$ cat src/verilog/crcs_pkg.sv
// Package for the CRC engine with memory scanner: register map, fields, types
package crcs_pkg;

   // ----------------------------------------------------------------
   // Register byte addresses (one aligned word each)
   // ----------------------------------------------------------------
   localparam logic [7:0] ADDR_ACC_HIGH = 8'h00;
   localparam logic [7:0] ADDR_ACC_LOW = 8'h04;
   localparam logic [7:0] ADDR_SHIFT_HIGH = 8'h08;
   localparam logic [7:0] ADDR_SHIFT_LOW = 8'h0c;
   localparam logic [7:0] ADDR_POLY_HIGH = 8'h10;
   localparam logic [7:0] ADDR_POLY_LOW = 8'h14;
   localparam logic [7:0] ADDR_SCAN_CTRL = 8'h18;
   localparam logic [7:0] ADDR_CUR_HIGH = 8'h1c;
   localparam logic [7:0] ADDR_CUR_LOW = 8'h20;
   localparam logic [7:0] ADDR_END_HIGH = 8'h24;
   localparam logic [7:0] ADDR_END_LOW = 8'h28;
   localparam logic [7:0] ADDR_INPUT_LOW = 8'h2c;
   localparam logic [7:0] ADDR_CRC_CTRL = 8'h30;

   // ----------------------------------------------------------------
   // Scanner control fields
   // ----------------------------------------------------------------
   localparam int BIT_EN = 7;
   localparam int BIT_GO = 6;
   localparam int BIT_BUSY = 5;
   localparam int BIT_INVALID = 4;
   localparam int BIT_INTERRUPT_MANAGEMENT = 3;
   localparam int BIT_MODE_HI = 1;
   localparam int BIT_MODE_LO = 0;
   // CRC control register: bit 0 enables shifting
   localparam int BIT_CRC_RUN = 0;

   // ----------------------------------------------------------------
   // Reset values and limits
   // ----------------------------------------------------------------
   localparam logic [7:0] BYTE_ZERO = 8'h00;
   localparam logic [15:0] WORD_ZERO = 16'h0000;
   localparam logic [15:0] WORD_ONE = 16'h0001;
   localparam logic [15:0] POLY_RESET = 16'h0000;
   localparam logic [15:0] POLY_KEEP = 16'hfffe;
   localparam logic [16:0] MEMORY_SIZE = 17'h04000;
   localparam logic [4:0] SHIFT_COUNT = 5'h10;
   localparam logic [4:0] COUNT_ZERO = 5'h00;
   localparam logic [4:0] COUNT_ONE = 5'h01;
   localparam logic [31:0] DATA_ZERO = 32'h0000_0000;

   typedef enum logic [1:0] {
      MODE_CONCURRENT = 2'b00,
      MODE_BURST = 2'b01,
      MODE_PEEK = 2'b10,
      MODE_TRIGGERED = 2'b11
   } crcs_mode_type;

   typedef enum logic [1:0] {
      SC_IDLE,
      SC_FETCH,
      SC_HAND
   } crcs_scan_state_type;

   // Program memory request/answer
   typedef struct packed {
      logic req;
      logic [15:0] addr;
   } crcs_mem_req_type;

   typedef struct packed {
      logic ack;
      logic [15:0] data;
   } crcs_mem_rsp_type;

   typedef struct packed {
      logic [15:0] acc;
      logic [15:0] shift;
      logic [15:0] poly;
      logic [4:0] count;
      logic full;
      logic crc_run;
      logic scan_en;
      logic scan_go_a;
      logic interrupt_management;
      crcs_mode_type mode;
      logic [15:0] cur;
      logic [15:0] end_addr;
      logic invalid;
      crcs_scan_state_type st;
      logic mem_req;
      logic [15:0] mem_addr;
      logic cpu_stall;
      logic [31:0] prdata;
      logic pready;
      logic pslverr;
   } crcs_state_type;

   // True when the address lies beyond the memory
   function automatic logic crcs_addr_bad(input logic [15:0] a);
      crcs_addr_bad = ({1'b0, a} >= MEMORY_SIZE);
   endfunction

   // Zero-extend a byte onto the bus
   function automatic logic [31:0] crcs_rd_byte(input logic [7:0] b);
      crcs_rd_byte = {24'h000000, b};
   endfunction

endpackage

$ cat src/verilog/crcs_scanner.sv
// CRC engine with program memory scanner, reached over APB
//
// The APB interface to the registers and the placing of the registers were chosen for this implementation.
`timescale 1ns/1ps

module crcs_scanner
   import crcs_pkg::*;
(
   // Clock and reset
   input wire logic core_clk,
   input wire logic rst_n,
   input wire logic clk_en,
   // APB slave
   input wire logic psel,
   input wire logic penable,
   input wire logic pwrite,
   input wire logic [7:0] paddr,
   input wire logic [31:0] pwdata,
   output logic [31:0] prdata,
   output logic pready,
   output logic pslverr,
   // Program memory
   output crcs_mem_req_type mem_out,
   input wire crcs_mem_rsp_type mem_in,
   // CPU side
   input wire logic irq_active,
   input wire logic trigger_in,
   output logic cpu_stall
);

   crcs_state_type s_q;
   crcs_state_type s_d;

   logic wr;
   logic rd;
   logic [7:0] wb;
   logic crc_ready;
   logic go_eff;
   logic feedback;
   logic busy;
   logic fetch_ok;
   logic [15:0] next_acc;

   // --------------------------------------------------------------
   // Combinational next state
   // --------------------------------------------------------------
   always_comb
   begin
      s_d = s_q;
      wr = psel && penable && pwrite && !s_q.pready;
      rd = psel && penable && !pwrite && !s_q.pready;
      wb = pwdata[7:0];
      s_d.pready = 1'b0;
      s_d.pslverr = 1'b0;

      // CRC shifts one bit per cycle, MSb first into the accumulator
      crc_ready = s_q.crc_run && !s_q.full;
      feedback = s_q.acc[15] ^ s_q.shift[15];
      next_acc = {s_q.acc[14:0], 1'b0};
      if (feedback)
      begin
         next_acc = next_acc ^ (s_q.poly & POLY_KEEP);
      end
      if (s_q.crc_run && s_q.full)
      begin
         s_d.acc = next_acc;
         s_d.shift = {s_q.shift[14:0], 1'b0};
         s_d.count = s_q.count - COUNT_ONE;
         if (s_q.count == COUNT_ONE)
         begin
            s_d.full = 1'b0;
         end
      end

      // Peek ignores interrupt management
      go_eff = s_q.scan_go_a && s_q.scan_en;
      if (s_q.interrupt_management && irq_active && s_q.mode != MODE_PEEK)
      begin
         go_eff = 1'b0;
      end
      fetch_ok = go_eff && crc_ready && !s_q.invalid;
      if (s_q.mode == MODE_TRIGGERED)
      begin
         fetch_ok = fetch_ok && trigger_in;
      end
      if (s_q.mode == MODE_PEEK)
      begin
         // Peek only uses cycles in which no interrupt is active (irq_active low)
         fetch_ok = fetch_ok && !irq_active;
      end

      // Scanner sequence
      case (s_q.st)
         SC_IDLE:
         begin
            if (fetch_ok)
            begin
               s_d.mem_req = 1'b1;
               s_d.mem_addr = s_q.cur;
               s_d.st = SC_FETCH;
            end
            else if (s_q.scan_go_a && (s_q.cur > s_q.end_addr || s_q.invalid))
            begin
               s_d.scan_go_a = 1'b0;
            end
         end
         SC_FETCH:
         begin
            if (mem_in.ack)
            begin
               s_d.mem_req = 1'b0;
               s_d.shift = mem_in.data;
               s_d.full = 1'b1;
               s_d.count = SHIFT_COUNT;
               s_d.cur = s_q.cur + WORD_ONE;
               s_d.st = SC_HAND;
            end
         end
         default:
         begin
            s_d.st = SC_IDLE;
         end
      endcase
      s_d.invalid = crcs_addr_bad(s_d.cur);
      busy = (s_q.st != SC_IDLE) || (go_eff && crc_ready);
      // Burst holds the CPU for the whole scan unless interrupt management is on and an interrupt is active
      s_d.cpu_stall = (s_d.scan_go_a && s_d.scan_en && s_d.mode == MODE_BURST
         && !(s_d.interrupt_management && irq_active)) || s_d.st == SC_FETCH;

      // Register writes
      if (wr)
      begin
         s_d.pready = 1'b1;
         if (paddr == ADDR_ACC_HIGH)
         begin
            s_d.acc[15:8] = wb;
         end
         else if (paddr == ADDR_ACC_LOW)
         begin
            s_d.acc[7:0] = wb;
         end
         else if (paddr == ADDR_POLY_HIGH)
         begin
            s_d.poly[15:8] = wb;
         end
         else if (paddr == ADDR_POLY_LOW)
         begin
            s_d.poly[7:0] = {wb[7:1], 1'b0};
         end
         else if (paddr == ADDR_SCAN_CTRL)
         begin
            s_d.scan_en = wb[BIT_EN];
            s_d.interrupt_management = wb[BIT_INTERRUPT_MANAGEMENT];
            s_d.mode = crcs_mode_type'(wb[BIT_MODE_HI:BIT_MODE_LO]);
            // Set wins over the hardware clear in the same cycle
            s_d.scan_go_a = wb[BIT_GO] && wb[BIT_EN];
         end
         else if (paddr == ADDR_CUR_HIGH)
         begin
            if (!s_q.scan_go_a)
            begin
               s_d.cur[15:8] = wb;
            end
         end
         else if (paddr == ADDR_CUR_LOW)
         begin
            if (!s_q.scan_go_a)
            begin
               s_d.cur[7:0] = wb;
            end
         end
         else if (paddr == ADDR_END_HIGH)
         begin
            if (!s_q.scan_go_a)
            begin
               s_d.end_addr[15:8] = wb;
            end
         end
         else if (paddr == ADDR_END_LOW)
         begin
            if (!s_q.scan_go_a)
            begin
               s_d.end_addr[7:0] = wb;
            end
         end
         else if (paddr == ADDR_INPUT_LOW)
         begin
            s_d.shift[7:0] = wb;
            s_d.full = 1'b1;
            s_d.count = SHIFT_COUNT;
         end
         else if (paddr == ADDR_CRC_CTRL)
         begin
            s_d.crc_run = wb[BIT_CRC_RUN];
         end
         else if (paddr != ADDR_SHIFT_HIGH && paddr != ADDR_SHIFT_LOW)
         begin
            s_d.pslverr = 1'b1;
         end
         s_d.invalid = crcs_addr_bad(s_d.cur);
      end

      // Disabled scanner drops its sequence only; registers stay
      if (!s_d.scan_en)
      begin
         s_d.scan_go_a = 1'b0;
         s_d.st = SC_IDLE;
         s_d.mem_req = 1'b0;
         s_d.cpu_stall = 1'b0;
      end

      // Register reads
      if (rd)
      begin
         s_d.pready = 1'b1;
         s_d.prdata = DATA_ZERO;
         if (paddr == ADDR_ACC_HIGH)
         begin
            s_d.prdata = crcs_rd_byte(s_q.acc[15:8]);
         end
         else if (paddr == ADDR_ACC_LOW)
         begin
            s_d.prdata = crcs_rd_byte(s_q.acc[7:0]);
         end
         else if (paddr == ADDR_SHIFT_HIGH)
         begin
            s_d.prdata = crcs_rd_byte(s_q.shift[15:8]);
         end
         else if (paddr == ADDR_SHIFT_LOW)
         begin
            s_d.prdata = crcs_rd_byte(s_q.shift[7:0]);
         end
         else if (paddr == ADDR_POLY_HIGH)
         begin
            s_d.prdata = crcs_rd_byte(s_q.poly[15:8]);
         end
         else if (paddr == ADDR_POLY_LOW)
         begin
            s_d.prdata = crcs_rd_byte({s_q.poly[7:1], 1'b0});
         end
         else if (paddr == ADDR_SCAN_CTRL)
         begin
            s_d.prdata = crcs_rd_byte({s_q.scan_en, s_q.scan_go_a, busy, s_q.invalid,
               s_q.interrupt_management, 1'b0, s_q.mode});
         end
         else if (paddr == ADDR_CUR_HIGH)
         begin
            s_d.prdata = crcs_rd_byte(s_q.cur[15:8]);
         end
         else if (paddr == ADDR_CUR_LOW)
         begin
            s_d.prdata = crcs_rd_byte(s_q.cur[7:0]);
         end
         else if (paddr == ADDR_END_HIGH)
         begin
            s_d.prdata = crcs_rd_byte(s_q.end_addr[15:8]);
         end
         else if (paddr == ADDR_END_LOW)
         begin
            s_d.prdata = crcs_rd_byte(s_q.end_addr[7:0]);
         end
         else if (paddr == ADDR_INPUT_LOW)
         begin
            s_d.prdata = crcs_rd_byte(s_q.shift[7:0]);
         end
         else if (paddr == ADDR_CRC_CTRL)
         begin
            s_d.prdata = crcs_rd_byte({7'h00, s_q.crc_run});
         end
         else
         begin
            s_d.pslverr = 1'b1;
         end
      end
   end

   // --------------------------------------------------------------
   // State register
   // --------------------------------------------------------------
   always_ff @(posedge core_clk or negedge rst_n)
   begin
      if (!rst_n)
      begin
         s_q <= '{acc: WORD_ZERO, shift: WORD_ZERO, poly: POLY_RESET, count: COUNT_ZERO,
            full: 1'b0, crc_run: 1'b0, scan_en: 1'b0, scan_go_a: 1'b0, interrupt_management: 1'b0,
            mode: MODE_CONCURRENT, cur: WORD_ZERO, end_addr: WORD_ZERO, invalid: 1'b0,
            st: SC_IDLE, mem_req: 1'b0, mem_addr: WORD_ZERO, cpu_stall: 1'b0,
            prdata: DATA_ZERO, pready: 1'b0, pslverr: 1'b0};
      end
      else if (clk_en)
      begin
         s_q <= s_d;
      end
   end

   assign prdata = s_q.prdata;
   assign pready = s_q.pready;
   assign pslverr = s_q.pslverr;
   assign mem_out.req = s_q.mem_req;
   assign mem_out.addr = s_q.mem_addr;
   assign cpu_stall = s_q.cpu_stall;

endmodule // crcs_scanner

$ cat config.mk
export PLATFORM = sky130hd
export DESIGN_NAME = crcs_scanner
export DESIGN_NICKNAME = d
export VERILOG_FILES = /design/src/verilog/crcs_pkg.sv /design/src/verilog/crcs_scanner.sv
export SDC_FILE = /design/constraint.sdc
export NUM_CORES = 1
export LEC_CHECK = 0
export ABC_AREA = 1
export BUFFER_PORTS_ARGS = -buffer_cell sky130_fd_sc_hd__buf_2
export CAP_MARGIN = 20
export CORE_ASPECT_RATIO = 1.2
export CORE_MARGIN = 4
export CORE_UTILIZATION = 50
export CTS_CLUSTER_SIZE = 20
export DETAILED_ROUTE_END_ITERATION = 10
export PLACE_DENSITY = 0.71
export REMOVE_ABC_BUFFERS = 1
export SLEW_MARGIN = 20
export SYNTH_ARGS = -nofsm -noshare
export SYNTH_HDL_FRONTEND = slang
export SYNTH_SLANG_ARGS = --single-unit
$ cat constraint.sdc
create_clock -name core_clk -period 1.8 [get_ports core_clk]
set_input_delay 0.18 -clock core_clk [delete_from_list [all_inputs] [get_ports core_clk]]
set_output_delay 0.18 -clock core_clk [all_outputs]
set_load 0.1 [all_outputs]
### Yosys cells after proc, flatten, opt, wreduce, memory -nomap -nowiden

Cells that the tools add are included.

| operators by class | value |
|---|---|
| add/subtract/negate cells | 2 |
| $lt $le $gt $ge | 3 |
| equal/unequal tests | 41 |
| muxes and demuxes | 103 |
| bitwise logic cells | 2 |
| reductions and logical operators | 41 |

Operator list:

| kind | number |
|---|---|
| 2-to-1 mux 8 bit | 33 |
| 2-to-1 mux 68 bit | 3 |
| 2-to-1 mux 16 bit | 7 |
| 2-to-1 mux 69 bit | 1 |
| 2-to-1 mux 32 bit | 2 |
| 2-to-1 mux 52 bit | 1 |
| 2-to-1 mux 44 bit | 1 |
| == test 8 x 6 -> 1 bit (second input constant) | 5 |
| 2-to-1 mux 1 bit | 37 |
| 2-to-1 mux 7 bit | 5 |
| == test 8 x 5 -> 1 bit (second input constant) | 4 |
| >= comparator 16 x 15 -> 1 bit (second input constant) | 2 |
| 2-to-1 mux 24 bit | 1 |
| 2-to-1 mux 6 bit | 4 |
| != test 2 bit (second input constant) | 12 |
| logical AND 1 bit | 20 |
| 2-to-1 mux 19 bit | 1 |
| adder 16 x 1 -> 16 bit (second input constant) | 1 |
| == test 8 x 4 -> 1 bit (second input constant) | 2 |
| > comparator 16 bit | 1 |
| != test 8 x 4 -> 1 bit (second input constant) | 2 |
| bitwise XOR 16 bit | 1 |
| AND reduction 13 bit | 1 |
| != test 2 x 1 -> 1 bit (second input constant) | 6 |
| 26 further kinds | 39 |

| storage, ports and cells | value |
|---|---|
| register bits | 123 |
| input bits | 65 |
| logic and storage cells | 214 |

### Depth between registers and ports, before layout

Gate-level depths: netlist (run 1).

| logic depth | value |
|---|---|
| depth after elaboration | 29 |
| depth in mapped cells | 17 |

### Worst setup path before layout (run 1)

Ideal clock, no wire load.

| path | value |
|---|---|
| kind | register -> register |
| start point | register s_q, in the netlist pready |
| end point | register s_q[140] (netlist bit) |
| library setup time | 82 ps |
| arrival time | 2038 ps |
| slack | -320 ps |
| stages on the path, launching flop included | 7 |
| buffers on the path | 0 |
| clock period less this slack | 2120 ps |
| cells stage by stage | dfrtp_1 -> inv_1 -> nand3_2 -> clkinv_1 -> nand2_1 -> o221ai_1 -> a31oi_1 |

| on the way | value |
|---|---|
| longest elaborated chain between the ends | 3 |

RTL lines:

| what | RTL line | source |
|---|---|---|
| start: declaration | crcs_scanner.sv:31 | `crcs_state_type s_q;` |
| start signal: assignment | crcs_scanner.sv:284 | `s_q <= '{acc: WORD_ZERO, shift: WORD_ZERO, poly: POLY_RESET, count: COUNT_ZERO,` |
| logical NOT 1 bit | crcs_scanner.sv:50 | `wr = psel && penable && pwrite && !s_q.pready;` |
| logical AND 1 bit | crcs_scanner.sv:50 |  |
| 2-to-1 mux 16 bit | crcs_scanner.sv:131 | `if (wr)` |

No other way between the ends.
A chain may end at the register's enable or synchronous reset.

### Worst setup path after layout (run 1)

| path | value |
|---|---|
| start point | register s_q[72] (netlist bit) |
| end point | register s_q[82] (netlist bit) |

| on the way | value |
|---|---|
| longest elaborated chain between the ends | 12 |

RTL lines:

| what | RTL line | source |
|---|---|---|
| adder 16 x 1 -> 16 bit * | crcs_scanner.sv:115 | `s_d.cur = s_q.cur + WORD_ONE;` |
| 2-to-1 mux 16 bit * | crcs_scanner.sv:109 | `if (mem_in.ack)` |
| 2-to-1 mux 16 bit * | crcs_scanner.sv:93 | `case (s_q.st)` |
| 2-to-1 mux 8 bit | crcs_scanner.sv:160 | `if (!s_q.scan_go_a)` |
| 2-to-1 mux 8 bit | crcs_scanner.sv:158 | `else if (paddr == ADDR_CUR_HIGH)` |
| 2-to-1 mux 32 bit | crcs_scanner.sv:150 | `else if (paddr == ADDR_SCAN_CTRL)` |
| 2-to-1 mux 44 bit | crcs_scanner.sv:146 | `else if (paddr == ADDR_POLY_LOW)` |
| 2-to-1 mux 52 bit | crcs_scanner.sv:142 | `else if (paddr == ADDR_POLY_HIGH)` |
| 2-to-1 mux 68 bit | crcs_scanner.sv:138 | `else if (paddr == ADDR_ACC_LOW)` |
| 2-to-1 mux 68 bit | crcs_scanner.sv:134 | `if (paddr == ADDR_ACC_HIGH)` |
| 2-to-1 mux 68 bit | crcs_scanner.sv:131 |  |
| 2-to-1 mux 69 bit * | crcs_scanner.sv:131 |  |

Mark *: on every way between the ends. The rest lies on a longest branch, timed or not. The select of a mux whose other input is x is not followed.

==> results of run 1 <==
[critical path, delay by kind of cell, from the launching register on]
kind | cells | cell delay [ps]
and+or+nand+nor | 4 | 500
buffers and inverters | 3 | 460
DFF | 1 | 440
xor gates and xnor gates | 1 | 150
AOI/OAI and AO/OA | 1 | 80
[power by group]
part / switching, mW / internal (mW) / total (mW) / leakage, nW
logic: 1.44 / 0.625 / 2.06 / 2.81
clock network: 1.41 / 2.06 / 3.47 / 0.289
registers: 0.234 / 2.98 / 3.21 / 1.54
[state kept, by name, summed over array words and instances (netlist names)]
register,cells
s_q,94
cpu_stall,1
prdata,8
pslverr,1
pready,1
mem_out,17
[cell type report]
class,instances,area share [%]
flip-flops and latches,122,31.74
clock buffers,17,4.415
repair buffers,160,11.67
well taps,208,2.701
multi-input cells,751,42.66
inverters,129,5.103
clock inverters,15,1.714
[stage by stage]
step | cells | setup WS (ps)
floorplan | 1002 | -319.8
global placement | 1355 | -4.301
detailed placement | 1355 | -20.48
CTS | 1388 | 4.933
global route | 1402 | -68.73
finish | 1402 | 33.19
[final timing paths]
| check | to | from |
|---|---|---|
| setup / recovery | s_q[82] | s_q[72] |
| hold / removal | s_q[130] | mem_in[15] |
| setup reg to reg | s_q[82] | s_q[72] |
| hold reg to reg | s_q[65] | s_q[65] |
| max in group asynchronous | s_q[142] | rst_n |
| min in group asynchronous | s_q[97] | rst_n |
[what timing repair did]
item                       in CTS  in global routing
hold endpoints to repair      122                  0
hold buffers                    1                  0
buffers inserted                0                 12
setup endpoints to repair       0                 35
gates resized for setup         0                 31
[placed cells by master, fill, tap and decap left out, types with 12 or more instances in the layout]
master                      count
sky130_fd_sc_hd__nand2_1      244
sky130_fd_sc_hd__o211ai_1      17
sky130_fd_sc_hd__nand3_1       48
sky130_fd_sc_hd__xor2_1        19
sky130_fd_sc_hd__nand4_1       12
sky130_fd_sc_hd__conb_1        24
sky130_fd_sc_hd__clkbuf_16     19
sky130_fd_sc_hd__dfrtp_1      118
sky130_fd_sc_hd__nor2_2        12
sky130_fd_sc_hd__nor2_1        65
sky130_fd_sc_hd__buf_2         67
sky130_fd_sc_hd__o21ai_1       29
sky130_fd_sc_hd__buf_4         85
sky130_fd_sc_hd__inv_1        108
sky130_fd_sc_hd__inv_2         16
sky130_fd_sc_hd__nor3_1        18
sky130_fd_sc_hd__ha_1          17
sky130_fd_sc_hd__o22ai_1       19
sky130_fd_sc_hd__a21oi_1       48
sky130_fd_sc_hd__o21ai_0       77
[per-layer routing]
layer  routed length, µm  global-route usage [%]  up-vias
met5                   0                       0        -
li1                    -                       -     3725
met2               12510                   44.79      283
met1               10690                   37.20     3679
met3                1419                   5.424       74
met4                1302                   15.35        0
[cells by family after synthesis]
kind of cell	after synthesis	share of synthesized area, %
buffers and inverters	212	12.89
AO/OA/AOI/OAI	240	17.90
flip-flops	122	38.17
XOR/XNOR	24	2.628
AND/OR/NAND/NOR	444	25.39
adder cells (fa/ha/maj)	19	2.972
other	1	0.04689
==> impl_summary.log, run 1 <==
INFO  metric cts_sinks = 122
INFO  metric grt-ovfl-total = 0
INFO  metric fin_hold_ws = 16.53 ps
INFO  metric power.static_leakage = 4.644 nW
INFO  metric layout-area-overhead-vs-synth = 20.48%
INFO  metric reported_max_cap_violation_count = 0
INFO  metric ctsLongestPathBuffers = 2
INFO  metric clkSlewWorstSetupHoldPaths = 60 ps
INFO  metric syn_inst = 1062
INFO  metric synth_area_per_cell = 7.531 µm²
INFO  metric detailedRoute.firstPassIterationCount = 4
INFO  metric timing.final.hold_violations = 0
INFO  metric setup.worst_path.class = flop to flop
INFO  metric tritoncts_clock_tree = built
INFO  metric antenna-diode-count = 0
INFO  metric synth_sequential_area_ratio = 38.17%
INFO  metric grt_start_max_net_pins = 53
INFO  metric synthesis.yosys.warnings = 0
INFO  metric crit_chain = buf_4 > nand2_1 > buf_4 > nor4_2 > buf_4 > nand2_1 > xor2_1 > nor2_1 > o22ai_1
INFO  metric fmax = 566.0 MHz
INFO  metric ctsHtreeMaxLevel = 4
INFO  metric clock_insertion_delay_worst_skew = 430 ps
INFO  metric post-route-cell-area = 9635 µm²
INFO  metric synth_area = 7998 µm²
INFO  metric final_core_utilization = 61.61%
INFO  metric synth.distinct_cells = 52
INFO  metric antenna_found_initial = 0
INFO  metric placement_rows = 50
INFO  metric vdd.ir_drop.worst = 0.0007698 V
INFO  metric cts_made_buffers = 17
INFO  metric critical-path-top-cell-by-count = sky130_fd_sc_hd__buf_4
INFO  metric timing.final.crit_period = 1767 ps
INFO  metric totalWireLength = 25920 µm
INFO  metric critical-path-slowest-cell = sky130_fd_sc_hd__dfrtp_2
INFO  metric initial_utilization = 51.14%
INFO  metric synth_most_common_cell = sky130_fd_sc_hd__nand2_1
INFO  metric die_height = 146.5 µm
INFO  metric ant_nets = 0
INFO  metric core_area = 15640 µm²
INFO  metric post_synthesis_async_set_or_reset_flop_share = 100.0%
INFO  metric setup.worst_path.end_class = flop
INFO  metric initialDrtViolationCount = 573
INFO  metric first_global_vias = 7391
INFO  metric grt_first_pass_wirelength = 39680 µm
INFO  metric maxSlewHeadroom = 65.44%
INFO  metric routed_via_density = 5.536
INFO  metric cp-start-kind = flop
INFO  metric total_grt_usage = 28.63%
INFO  metric grt_setup_unrepaired = yes
INFO  metric worst-r2r-setup-slack = 30 ps
INFO  metric multiInputGateArea = 4110 µm²
INFO  metric worst-endpoint-required = 2100 ps
INFO  metric routed_wire_length_per_instance = 18.49 µm
INFO  metric detailed_place.area = 8773 µm²
INFO  metric worst_ep_arrival_time = 2060 ps
INFO  metric r2r_cells = 9
INFO  metric setup_tns = 0 ps
INFO  metric fillerInstances = 1456
INFO  metric post_synth_edffs = 0
INFO  metric status = complete, no violations
INFO  metric power = 8.745 mW
INFO  metric die_w = 123.5 µm
INFO  metric num-nets-final = 1265
INFO  metric design.portCount = 117
INFO  metric yosys-top-cells-count = sky130_fd_sc_hd__nand2_1 (247), sky130_fd_sc_hd__dfrtp_1 (122), sky130_fd_sc_hd__inv_1 (110)
INFO  metric yosysTopAreaCell = sky130_fd_sc_hd__dfrtp_1
INFO  metric hpwl = 19060 µm
INFO  metric report.final.setup_viol = 0
INFO  metric final_max_slew_violation_count = 0
INFO  metric final_min_period_over_clock_period = 98.16%
INFO  metric critPathMaxFanout = 4
INFO  metric final.setup_skew = 6.611 ps
INFO  metric regArea = 3058 µm²
INFO  metric synth_top_area_share = 38.17%
INFO  metric detail_route.drc_violations = 0
INFO  metric drive_gt1_share = 23.28%
INFO  metric timing.hold.worst.class = input pin to flop
INFO  metric gp_congestion = 0.9600
INFO  metric ys_ff_latch = 122
INFO  metric synth_ff_type = sky130_fd_sc_hd__dfrtp_1
INFO  metric worst_slew_pin_slew = 518.4 ps
INFO  metric critical_path.max_stage_delay = 440 ps
INFO  metric vias = 7761
INFO  metric yosys-top-cells-area = sky130_fd_sc_hd__dfrtp_1 (38%), sky130_fd_sc_hd__nand2_1 (12%), sky130_fd_sc_hd__inv_1 (5.2%)
INFO  metric numPortBuffers = 68
INFO  metric floorplan.die_area = 18090 µm²
INFO  metric power-per-cell-area = 907.6 nW/µm²
INFO  metric clock_root_buffer = sky130_fd_sc_hd__clkbuf_16
INFO  metric worstHoldPathCells = 3
Note: power is estimated with default switching activity, not from simulation.
==> run 2, diff against run 1 <==
--- a/config.mk
+++ b/config.mk
@@ -8,12 +8,15 @@
 export ABC_AREA = 1
 export BUFFER_PORTS_ARGS = -buffer_cell sky130_fd_sc_hd__buf_2
 export CAP_MARGIN = 20
+export CELL_PAD_IN_SITES_DETAIL_PLACEMENT = 1
+export CELL_PAD_IN_SITES_GLOBAL_PLACEMENT = 1
 export CORE_ASPECT_RATIO = 1.2
 export CORE_MARGIN = 4
-export CORE_UTILIZATION = 50
+export CORE_UTILIZATION = 42
+export CTS_BUF_LIST = sky130_fd_sc_hd__clkbuf_8 sky130_fd_sc_hd__clkbuf_16
 export CTS_CLUSTER_SIZE = 20
 export DETAILED_ROUTE_END_ITERATION = 10
-export PLACE_DENSITY = 0.71
+export PLACE_DENSITY_LB_ADDON = 0.1
 export REMOVE_ABC_BUFFERS = 1
 export SLEW_MARGIN = 20
 export SYNTH_ARGS = -nofsm -noshare
==> run 2 against run 1 <==
  * The run now ends with negative setup slack left
  * Non-clock buffer count rose by 29
  * Clock skew rose by 1.0 ps
  * Total power rose by 2.8%
  * Die area rose by 18%
  * Utilization fell by 8.8 points
  * Sequential share of layout area fell by 0.93 points
  * Register-to-register slack got worse by 40 ps
  * Worst setup slack got worse by 41 ps
  * Global-route usage barely moved
  * Critical path type unchanged
  * Critical endpoint is now s_q[90]
==> impl_summary.log, run 2 (same netlist as run 1, synthesis figures left out) <==
INFO  metric timing.final.crit_period = 1808 ps (was 1767 ps)
INFO  metric vias = 7947 (was 7761)
INFO  metric most_used_cells_in_the_layout_excluding_fill_and_tap_cells = sky130_fd_sc_hd__nand2_1 (241), sky130_fd_sc_hd__dfrtp_1 (119), sky130_fd_sc_hd__buf_4 (115) (was sky130_fd_sc_hd__nand2_1 (244), sky130_fd_sc_hd__dfrtp_1 (118), sky130_fd_sc_hd__inv_1 (108))
INFO  metric routed_wire_length_per_instance = 20.25 µm (was 18.49 µm)
INFO  metric setup.worst_path.class = flop to flop (unchanged)
INFO  metric timing.hold.worst.class = input pin to flop (unchanged)
INFO  metric design.portCount = 117 (unchanged)
INFO  metric clock_root_buffer = sky130_fd_sc_hd__clkbuf_16 (unchanged)
INFO  metric final.setup_skew = 7.635 ps (was 6.611 ps)
INFO  metric totalWireLength = 29960 µm (was 25920 µm)
INFO  metric final_core_utilization = 52.81% (was 61.61%)
INFO  metric setup.worst_path.end_class = flop (unchanged)
INFO  metric first_global_vias = 8423 (was 7391)
INFO  metric cp-start-kind = flop (unchanged)
INFO  metric failed_checks = negative setup slack
INFO  metric critPathMaxFanout = 5 (was 4)
INFO  metric power.net_switching = 3.104 mW (was 3.082 mW)
INFO  metric layout-area-overhead-vs-synth = 24.05% (was 20.48%)
INFO  metric cts_made_buffers = 17 (unchanged)
INFO  metric final_min_period_over_clock_period = 100.4% (was 98.16%)
INFO  metric antenna-diode-count = 0 (unchanged)
INFO  metric maxSlewHeadroom = 61.14% (was 65.44%)
INFO  metric antenna_found_initial = 1 (was 0)
INFO  metric clkSlewWorstSetupHoldPaths = 60 ps (about the same)
INFO  metric report.final.setup_viol = 1 (was 0)
INFO  metric flip_flop_count_of_the_largest_register_all_copies_and_words_added = 94 (unchanged)
INFO  metric ant_nets = 0 (unchanged)
INFO  metric status = finished with violations (was complete, no violations)
INFO  metric core_area = 18790 µm² (was 15640 µm²)
INFO  metric worst-endpoint-required = 2110 ps (was 2100 ps)
INFO  metric registers.top_by_ff_count = s_q (unchanged)
INFO  metric total_grt_usage = 28.62% (was 28.63%)
INFO  metric fillerInstances = 2376 (was 1456)
INFO  metric dp_slack = -83.17 ps (was -20.48 ps)
INFO  metric fin_hold_ws = 24.99 ps (was 16.53 ps)
INFO  metric worst_ep_arrival_time = 2120 ps (was 2060 ps)
INFO  metric die_height = 159.2 µm (was 146.5 µm)
INFO  metric ctsLongestPathBuffers = 2 (unchanged)
INFO  metric regArea = 3057 µm² (was 3058 µm²)
INFO  metric clock_insertion_delay_worst_skew = 420 ps (was 430 ps)
INFO  metric cts_sinks = 122 (unchanged)
INFO  metric timing.final.hold_violations = 0 (unchanged)
INFO  metric grt_first_pass_wirelength = 47020 µm (was 39680 µm)
INFO  metric cell_internal_pwr = 5.884 mW (was 5.663 mW)
INFO  metric fmax = 553.1 MHz (was 566.0 MHz)
INFO  metric tritoncts_clock_tree = built (unchanged)
INFO  metric hpwl = 23130 µm (was 19060 µm)
INFO  metric initialDrtViolationCount = 492 (was 573)
INFO  metric power.static_leakage = 4.792 nW (was 4.644 nW)
INFO  metric final_max_slew_violation_count = 0 (unchanged)
INFO  metric die_w = 134.0 µm (was 123.5 µm)
INFO  metric worst_slew_pin_slew = 582.9 ps (was 518.4 ps)
INFO  metric floorplan.die_area = 21320 µm² (was 18090 µm²)
INFO  metric ctsHtreeMaxLevel = 4 (unchanged)
INFO  metric power-per-cell-area = 906.0 nW/µm² (was 907.6 nW/µm²)
INFO  metric reported_max_cap_violation_count = 0 (unchanged)
INFO  metric clockPowerShare = 39.6% (was 39.7%)
INFO  metric routed_via_density = 5.373 (was 5.536)
INFO  metric gp_congestion = 0.9762 (was 0.9600)
INFO  metric placement_rows = 55 (was 50)
INFO  metric vdd.ir_drop.worst = 0.0006379 V (was 0.0007698 V)
INFO  metric num-nets-final = 1294 (was 1265)
INFO  metric grt_setup_unrepaired = yes (unchanged)
INFO  metric initial_utilization = 42.57% (was 51.14%)
INFO  metric grt_start_max_net_pins = 38 (was 53)
INFO  metric power_share_of_the_sequential_group = 35.8% (was 36.7%)
INFO  metric numPortBuffers = 68 (unchanged)
INFO  metric worst-r2r-setup-slack = -8 ps (was 30 ps)
INFO  metric multiInputGateArea = 4129 µm² (was 4110 µm²)
INFO  metric drive_gt1_share = 25.02% (was 23.28%)
INFO  metric detail_route.drc_violations = 0 (unchanged)
INFO  metric power_switching_share = 34.53% (was 35.25%)
INFO  metric setup_slack = -7.930 ps (was 33.19 ps)
INFO  metric grt-ovfl-total = 0 (unchanged)
INFO  metric layout.cells.most_common = sky130_fd_sc_hd__nand2_1 (unchanged)
INFO  metric comb_power_share = 24.6% (was 23.6%)
INFO  metric power = 8.988 mW (was 8.745 mW)
INFO  metric detailedRoute.firstPassIterationCount = 5 (was 4)
## run 2: final timing paths
kind / startpoint / endpoint / cells past startpoint
setup / recovery: s_q[72] / s_q[90] / 16
hold / removal: mem_in[15] / s_q[130] / 3
setup reg to reg: s_q[72] / s_q[90] / 16
hold reg to reg: mem_out[7] / mem_out[7] / 2
max in group asynchronous: rst_n / s_q[72] / 3
min in group asynchronous: rst_n / s_q[69] / 2
## run 2: area by class of cell
cell class | instances | share of cell area (%)
sequential | 122 | 30.81
multi-input combinational | 751 | 41.62
tap | 256 | 3.229
inverter | 129 | 4.956
clock buffer | 19 | 4.566
timing repair buffer | 189 | 13.31
clock inverter | 13 | 1.513
## run 2: metrics by stage
step	instances	area (µm²)	setup TNS, ps
global route	1479	9921	-749.8
detailed placement	1435	9086	-692.9
CTS	1468	9751	0
finish	1479	9921	-7.930
global placement	1435	9086	-101.1
floorplan	1002	7542	-17770
## run 2: metal layers
metal	wire [µm]	track usage [%]
met4	1242	12.58
met3	1406	4.899
met5	19	0
met2	14890	48.05
met1	12400	36.10
## run 2: what timing repair did
action	4_1_cts	5_1_grt
hold endpoints to repair	29	0
endpoints found under the setup margin	9	56
hold buffers	1	0
setup buffers	0	11
gates resized for setup	12	28
pin swaps	0	9
## run 2: power groups by stage
stage	registers, mW	logic [mW]	clock network [mW]
after detailed placement	3.25	2.12	0
after global placement	3.25	2.07	0
after global routing	3.25	2.41	3.73
after floorplan	3.50	1.05	0
final	3.22	2.21	3.56
after CTS	3.21	2.16	3.60
## run 2: worst max-delay path, stage by stage, from the launching register on
cell	delay, ps
sky130_fd_sc_hd__dfrtp_2	480
sky130_fd_sc_hd__ha_4	300
sky130_fd_sc_hd__inv_2	30
sky130_fd_sc_hd__o21bai_1	120
sky130_fd_sc_hd__nand2_1	70
sky130_fd_sc_hd__nand2_1	60
sky130_fd_sc_hd__nand2_1	50
sky130_fd_sc_hd__nand2_1	60
sky130_fd_sc_hd__nand2_1	50
sky130_fd_sc_hd__nand2_1	50
sky130_fd_sc_hd__nand2_1	60
sky130_fd_sc_hd__nand2_2	100
sky130_fd_sc_hd__nand2_4	60
sky130_fd_sc_hd__nand3_2	60
sky130_fd_sc_hd__nand2_2	40
sky130_fd_sc_hd__nand2_1	50
sky130_fd_sc_hd__nand2_1	40
==> run 3, diff against run 2 <==
--- a/config.mk
+++ b/config.mk
@@ -5,14 +5,14 @@
 export SDC_FILE = /design/constraint.sdc
 export NUM_CORES = 1
 export LEC_CHECK = 0
-export ABC_AREA = 1
+export ABC_AREA = 0
 export BUFFER_PORTS_ARGS = -buffer_cell sky130_fd_sc_hd__buf_2
 export CAP_MARGIN = 20
 export CELL_PAD_IN_SITES_DETAIL_PLACEMENT = 1
 export CELL_PAD_IN_SITES_GLOBAL_PLACEMENT = 1
 export CORE_ASPECT_RATIO = 1.2
 export CORE_MARGIN = 4
-export CORE_UTILIZATION = 42
+export CORE_UTILIZATION = 44
 export CTS_BUF_LIST = sky130_fd_sc_hd__clkbuf_8 sky130_fd_sc_hd__clkbuf_16
 export CTS_CLUSTER_SIZE = 20
 export DETAILED_ROUTE_END_ITERATION = 10
==> run 3 against run 2 <==
  * The run still ends with negative setup slack left
  * Via count grew 7.2%
  * Global-route usage grew 5.5 points
  * Non-clock buffer count is 84 higher
  * First-iteration DRC count increased by 46%
  * Critical path depth fell by 9
  * Synthesized area shrank 1.9%
  * Sequential power shrank 6.5%
  * Combinational power shrank 25%
  * Critical path type unchanged
  * Highest routed layer is now met4
==> impl_summary.log, run 3 <==
INFO  metric vias = 8522 (was 7947)
INFO  metric timing.hold.worst.class = input pin to flop (unchanged)
INFO  metric numPortBuffers = 68 (unchanged)
INFO  metric first_global_vias = 8679 (was 8423)
INFO  metric status = finished with violations (unchanged)
INFO  metric clkSlewWorstSetupHoldPaths = 60 ps (about the same)
INFO  metric clock_insertion_delay_worst_skew = 430 ps (was 420 ps)
INFO  metric layout.cells.most_common = sky130_fd_sc_hd__buf_4 (was sky130_fd_sc_hd__nand2_1)
INFO  metric timing.final.crit_period = 2279 ps (was 1808 ps)
INFO  metric ctsHtreeMaxLevel = 4 (unchanged)
INFO  metric synth_sequential_area_ratio = 38.92% (was 38.17%)
INFO  metric die_w = 129.9 µm (was 134.0 µm)
INFO  metric worst_ep_arrival_time = 2650 ps (was 2120 ps)
INFO  metric ys_ff_latch = 122 (unchanged)
INFO  metric worst_r2r_endpoint = s_q[90] (unchanged)
INFO  metric num-nets-final = 1207 (was 1294)
INFO  metric cts_sinks = 122 (unchanged)
INFO  metric initial_utilization = 44.80% (was 42.57%)
INFO  metric registers.top_by_ff_count = s_q (unchanged)
INFO  metric total_grt_usage = 34.11% (was 28.62%)
INFO  metric cell_internal_pwr = 5.842 mW (was 5.884 mW)
INFO  metric post_synthesis_async_set_or_reset_flop_share = 100.0% (unchanged)
INFO  metric grt_start_max_net_pins = 123 (was 38)
INFO  metric power.static_leakage = 5.004 nW (was 4.792 nW)
INFO  metric floorplan.die_area = 20040 µm² (was 21320 µm²)
INFO  metric maxSlewHeadroom = 53.37% (was 61.14%)
INFO  metric gp_congestion = 0.9848 (was 0.9762)
INFO  metric detail_route.drc_violations = 0 (unchanged)
INFO  metric routed_wire_length_per_instance = 27.58 µm (was 20.25 µm)
INFO  metric grt-ovfl-total = 0 (unchanged)
INFO  metric worst-endpoint-required = 2170 ps (was 2110 ps)
INFO  metric fin_hold_ws = 66.22 ps (was 24.99 ps)
INFO  metric worst_slew_pin_slew = 699.4 ps (was 582.9 ps)
INFO  metric grt_setup_unrepaired = yes (unchanged)
INFO  metric hpwl = 24210 µm (was 23130 µm)
INFO  metric post_synth_edffs = 0 (unchanged)
INFO  metric rr_startpoint = s_q[74] (was s_q[72])
INFO  metric routed_via_density = 6.289 (was 5.373)
INFO  metric syn_inst = 908 (was 1062)
INFO  metric power_switching_share = 31.93% (was 34.53%)
INFO  metric detailedRoute.firstPassIterationCount = 5 (unchanged)
INFO  metric whs_endpoint = s_q[126] (was s_q[130])
INFO  metric r2r_cells = 7 (was 16)
INFO  metric cpLargestDelayFamily = compound AO/OA/AOI/OAI gates (was simple AND/OR/NAND/NOR gates)
INFO  metric synth_top_area_share = 38.92% (was 38.17%)
INFO  metric cts_made_buffers = 17 (unchanged)
INFO  metric placement_rows = 53 (was 55)
INFO  metric stdcell_count = 1355 (was 1479)
INFO  metric post-route-cell-area = 10990 µm² (was 9921 µm²)
INFO  metric synth_area = 7844 µm² (was 7998 µm²)
INFO  metric antenna_found_initial = 0 (was 1)
INFO  metric design.portCount = 117 (unchanged)
INFO  metric failed_checks = negative setup slack (unchanged)
INFO  metric crit_chain = ha_1 > nand4_1 > or3_1 > o32a_1 > o211ai_1 > buf_4 > a21o_1 (was ha_4 > inv_2 > o21bai_1 > nand2_1 > nand2_1 > nand2_1 > nand2_1 > nand2_1 > nand2_1 > nand2_1 > nand2_2 > nand2_4 > nand3_2 > nand2_2 > nand2_1 > nand2_1)
INFO  metric min-delay-start = mem_in[11] (was mem_in[15])
INFO  metric dp_cells = 1287 (was 1435)
INFO  metric synth_most_common_cell = sky130_fd_sc_hd__dfrtp_1 (was sky130_fd_sc_hd__nand2_1)
INFO  metric report.final.setup_viol = 35 (was 1)
INFO  metric drive_gt1_share = 40.18% (was 25.02%)
INFO  metric final_max_slew_violation_count = 0 (unchanged)
INFO  metric cp-start-kind = flop (unchanged)
INFO  metric fillerInstances = 1997 (was 2376)
INFO  metric yosys-top-cells-count = sky130_fd_sc_hd__dfrtp_1 (122), sky130_fd_sc_hd__nand2_1 (113), sky130_fd_sc_hd__o21ai_0 (86) (was sky130_fd_sc_hd__nand2_1 (247), sky130_fd_sc_hd__dfrtp_1 (122), sky130_fd_sc_hd__inv_1 (110))
INFO  metric clock_root_buffer = sky130_fd_sc_hd__clkbuf_16 (unchanged)
INFO  metric power-per-cell-area = 780.8 nW/µm² (was 906.0 nW/µm²)
INFO  metric critical-path-slowest-cell = sky130_fd_sc_hd__dfrtp_1 (was sky130_fd_sc_hd__dfrtp_2)
INFO  metric power = 8.583 mW (was 8.988 mW)
INFO  metric yosys-top-cells-area = sky130_fd_sc_hd__dfrtp_1 (39%), sky130_fd_sc_hd__o21ai_0 (5.5%), sky130_fd_sc_hd__nand2_1 (5.4%) (was sky130_fd_sc_hd__dfrtp_1 (38%), sky130_fd_sc_hd__nand2_1 (12%), sky130_fd_sc_hd__inv_1 (5.2%))
INFO  metric ctsLongestPathBuffers = 2 (unchanged)
INFO  metric totalWireLength = 37370 µm (was 29960 µm)
INFO  metric core_area = 17510 µm² (was 18790 µm²)
INFO  metric clockPowerShare = 45.7% (was 39.6%)
INFO  metric initialDrtViolationCount = 720 (was 492)
INFO  metric most_used_cells_in_the_layout_excluding_fill_and_tap_cells = sky130_fd_sc_hd__buf_4 (169), sky130_fd_sc_hd__dfrtp_1 (119), sky130_fd_sc_hd__nand2_1 (102) (was sky130_fd_sc_hd__nand2_1 (241), sky130_fd_sc_hd__dfrtp_1 (119), sky130_fd_sc_hd__buf_4 (115))
INFO  metric vdd.ir_drop.worst = 0.0006439 V (was 0.0006379 V)
INFO  metric setup_slack = -478.8 ps (was -7.930 ps)
INFO  metric power.net_switching = 2.740 mW (was 3.104 mW)
INFO  metric power_share_of_the_sequential_group = 35.1% (was 35.8%)
INFO  metric detailed_place.area = 9260 µm² (was 9086 µm²)
INFO  metric setup.worst_path.class = flop to flop (unchanged)
INFO  metric worstHoldPathCells = 3 (unchanged)
INFO  metric comb_power_share = 19.2% (was 24.6%)
INFO  metric grt_first_pass_wirelength = 51370 µm (was 47020 µm)
INFO  metric tritoncts_clock_tree = built (unchanged)
INFO  metric die_height = 154.3 µm (was 159.2 µm)
INFO  metric timing.final.hold_violations = 0 (unchanged)
INFO  metric setup.worst_path.end_class = flop (unchanged)
INFO  metric synth_ff_type = sky130_fd_sc_hd__dfrtp_1 (unchanged)
INFO  metric final.setup_skew = 8.455 ps (was 7.635 ps)
INFO  metric ant_nets = 0 (unchanged)
INFO  metric cp_num_buf_inv = 1 (unchanged)
INFO  metric critical_path.max_stage_delay = 470 ps (was 480 ps)
INFO  metric yosysTopAreaCell = sky130_fd_sc_hd__dfrtp_1 (unchanged)
INFO  metric synthesis.yosys.warnings = 0 (unchanged)
INFO  metric final_min_period_over_clock_period = 126.6% (was 100.4%)
INFO  metric worst-r2r-setup-slack = -480 ps (was -8 ps)
INFO  metric critPathMaxFanout = 4 (was 5)
INFO  metric synth.distinct_cells = 76 (was 52)
INFO  metric reported_max_cap_violation_count = 0 (unchanged)
INFO  metric layout-area-overhead-vs-synth = 40.13% (was 24.05%)
INFO  metric fmax = 438.8 MHz (was 553.1 MHz)
INFO  metric flip_flop_count_of_the_largest_register_all_copies_and_words_added = 94 (unchanged)
INFO  metric setup_tns = -5888 ps (was -7.930 ps)
INFO  metric synth_area_per_cell = 8.639 µm² (was 7.531 µm²)
INFO  metric antenna-diode-count = 0 (unchanged)
-- run 3: worst max-delay path by stage --
stage / startpoint / endpoint / cells past startpoint
final: s_q[74] / s_q[90] / 7
after global routing: s_q[74] / s_q[90] / 7
after CTS: s_q[84] / s_q[90] / 8
after detailed placement: paddr[7] / s_q[82] / 8
after global placement: paddr[7] / s_q[82] / 8
after floorplan: pready / prdata[0] / 4
-- run 3: worst reg2reg max path, delay by kind of cell, from the launching register on --
| family | cells | cell delay, ps |
|---|---|---|
| simple gates | 2 | 540 |
| fa+ha+maj | 1 | 390 |
| compound gates | 3 | 640 |
| flops | 1 | 470 |
| buf+inv | 1 | 180 |
-- run 3: cell type report --
type | count | area, µm² | area share, %
Multi-Input combinational cell | 677 | 4761 | 43.31
Sequential cell | 122 | 3057 | 27.81
Timing Repair Buffer | 273 | 2125 | 19.33
Clock buffer | 18 | 439.2 | 3.995
Tap cell | 220 | 275.3 | 2.504
Clock inverter | 13 | 215.2 | 1.958
Inverter | 32 | 120.1 | 1.093
-- run 3: routing by layer --
metal	vias up	global-route usage (%)	wire length (µm)
li1	3650	-	-
met1	4396	41.55	14320
met2	354	56.87	18820
met3	122	5.285	1950
met4	0	19.46	2282
met5	-	0	0
-- run 3: through the flow --
stage                     worst slack (ps)  utilization [%]
after global placement              -290.2            52.89
final                               -478.8            62.79
after floorplan                     -609.9                -
after detailed placement            -371.4            52.89
after CTS                           -215.9            58.63
after global routing                -452.0            62.79
-- run 3: cells by family (layout without fill, tap and decap cells) --
group                      count (synthesis)  after routing  synth area share, %
muxes                                     42             42                6.221
buffers and inverters                    132            336                9.332
other                                      1             24              0.04781
adders and majority gates                 19             19                3.031
xor gates and xnor gates                  12             12                1.340
and+or+nand+nor                          292            292                18.25
DFF                                      122            122                38.92
AOI/OAI and AO/OA                        288            288                22.86
-- run 3: repair_timing --
item / CTS / global route
hold buffers: 1 / 0
cloned: 1 / 5
hold endpoints to repair: 122 / 0
endpoints found under the setup margin: 80 / 95
resized for setup: 70 / 120
pin swaps: 16 / 43
buffers inserted: 10 / 23
-- run 3: power groups by stage --
| stage | Combinational [mW] | Clock, mW | Sequential (mW) |
|---|---|---|---|
| after detailed placement | 1.50 | 0 | 3.05 |
| after global placement | 1.47 | 0 | 3.04 |
| after global routing | 1.72 | 4.05 | 3.02 |
| after floorplan | 0.624 | 0 | 3.27 |
| after CTS | 1.55 | 3.93 | 3.00 |
| final | 1.65 | 3.92 | 3.01 |
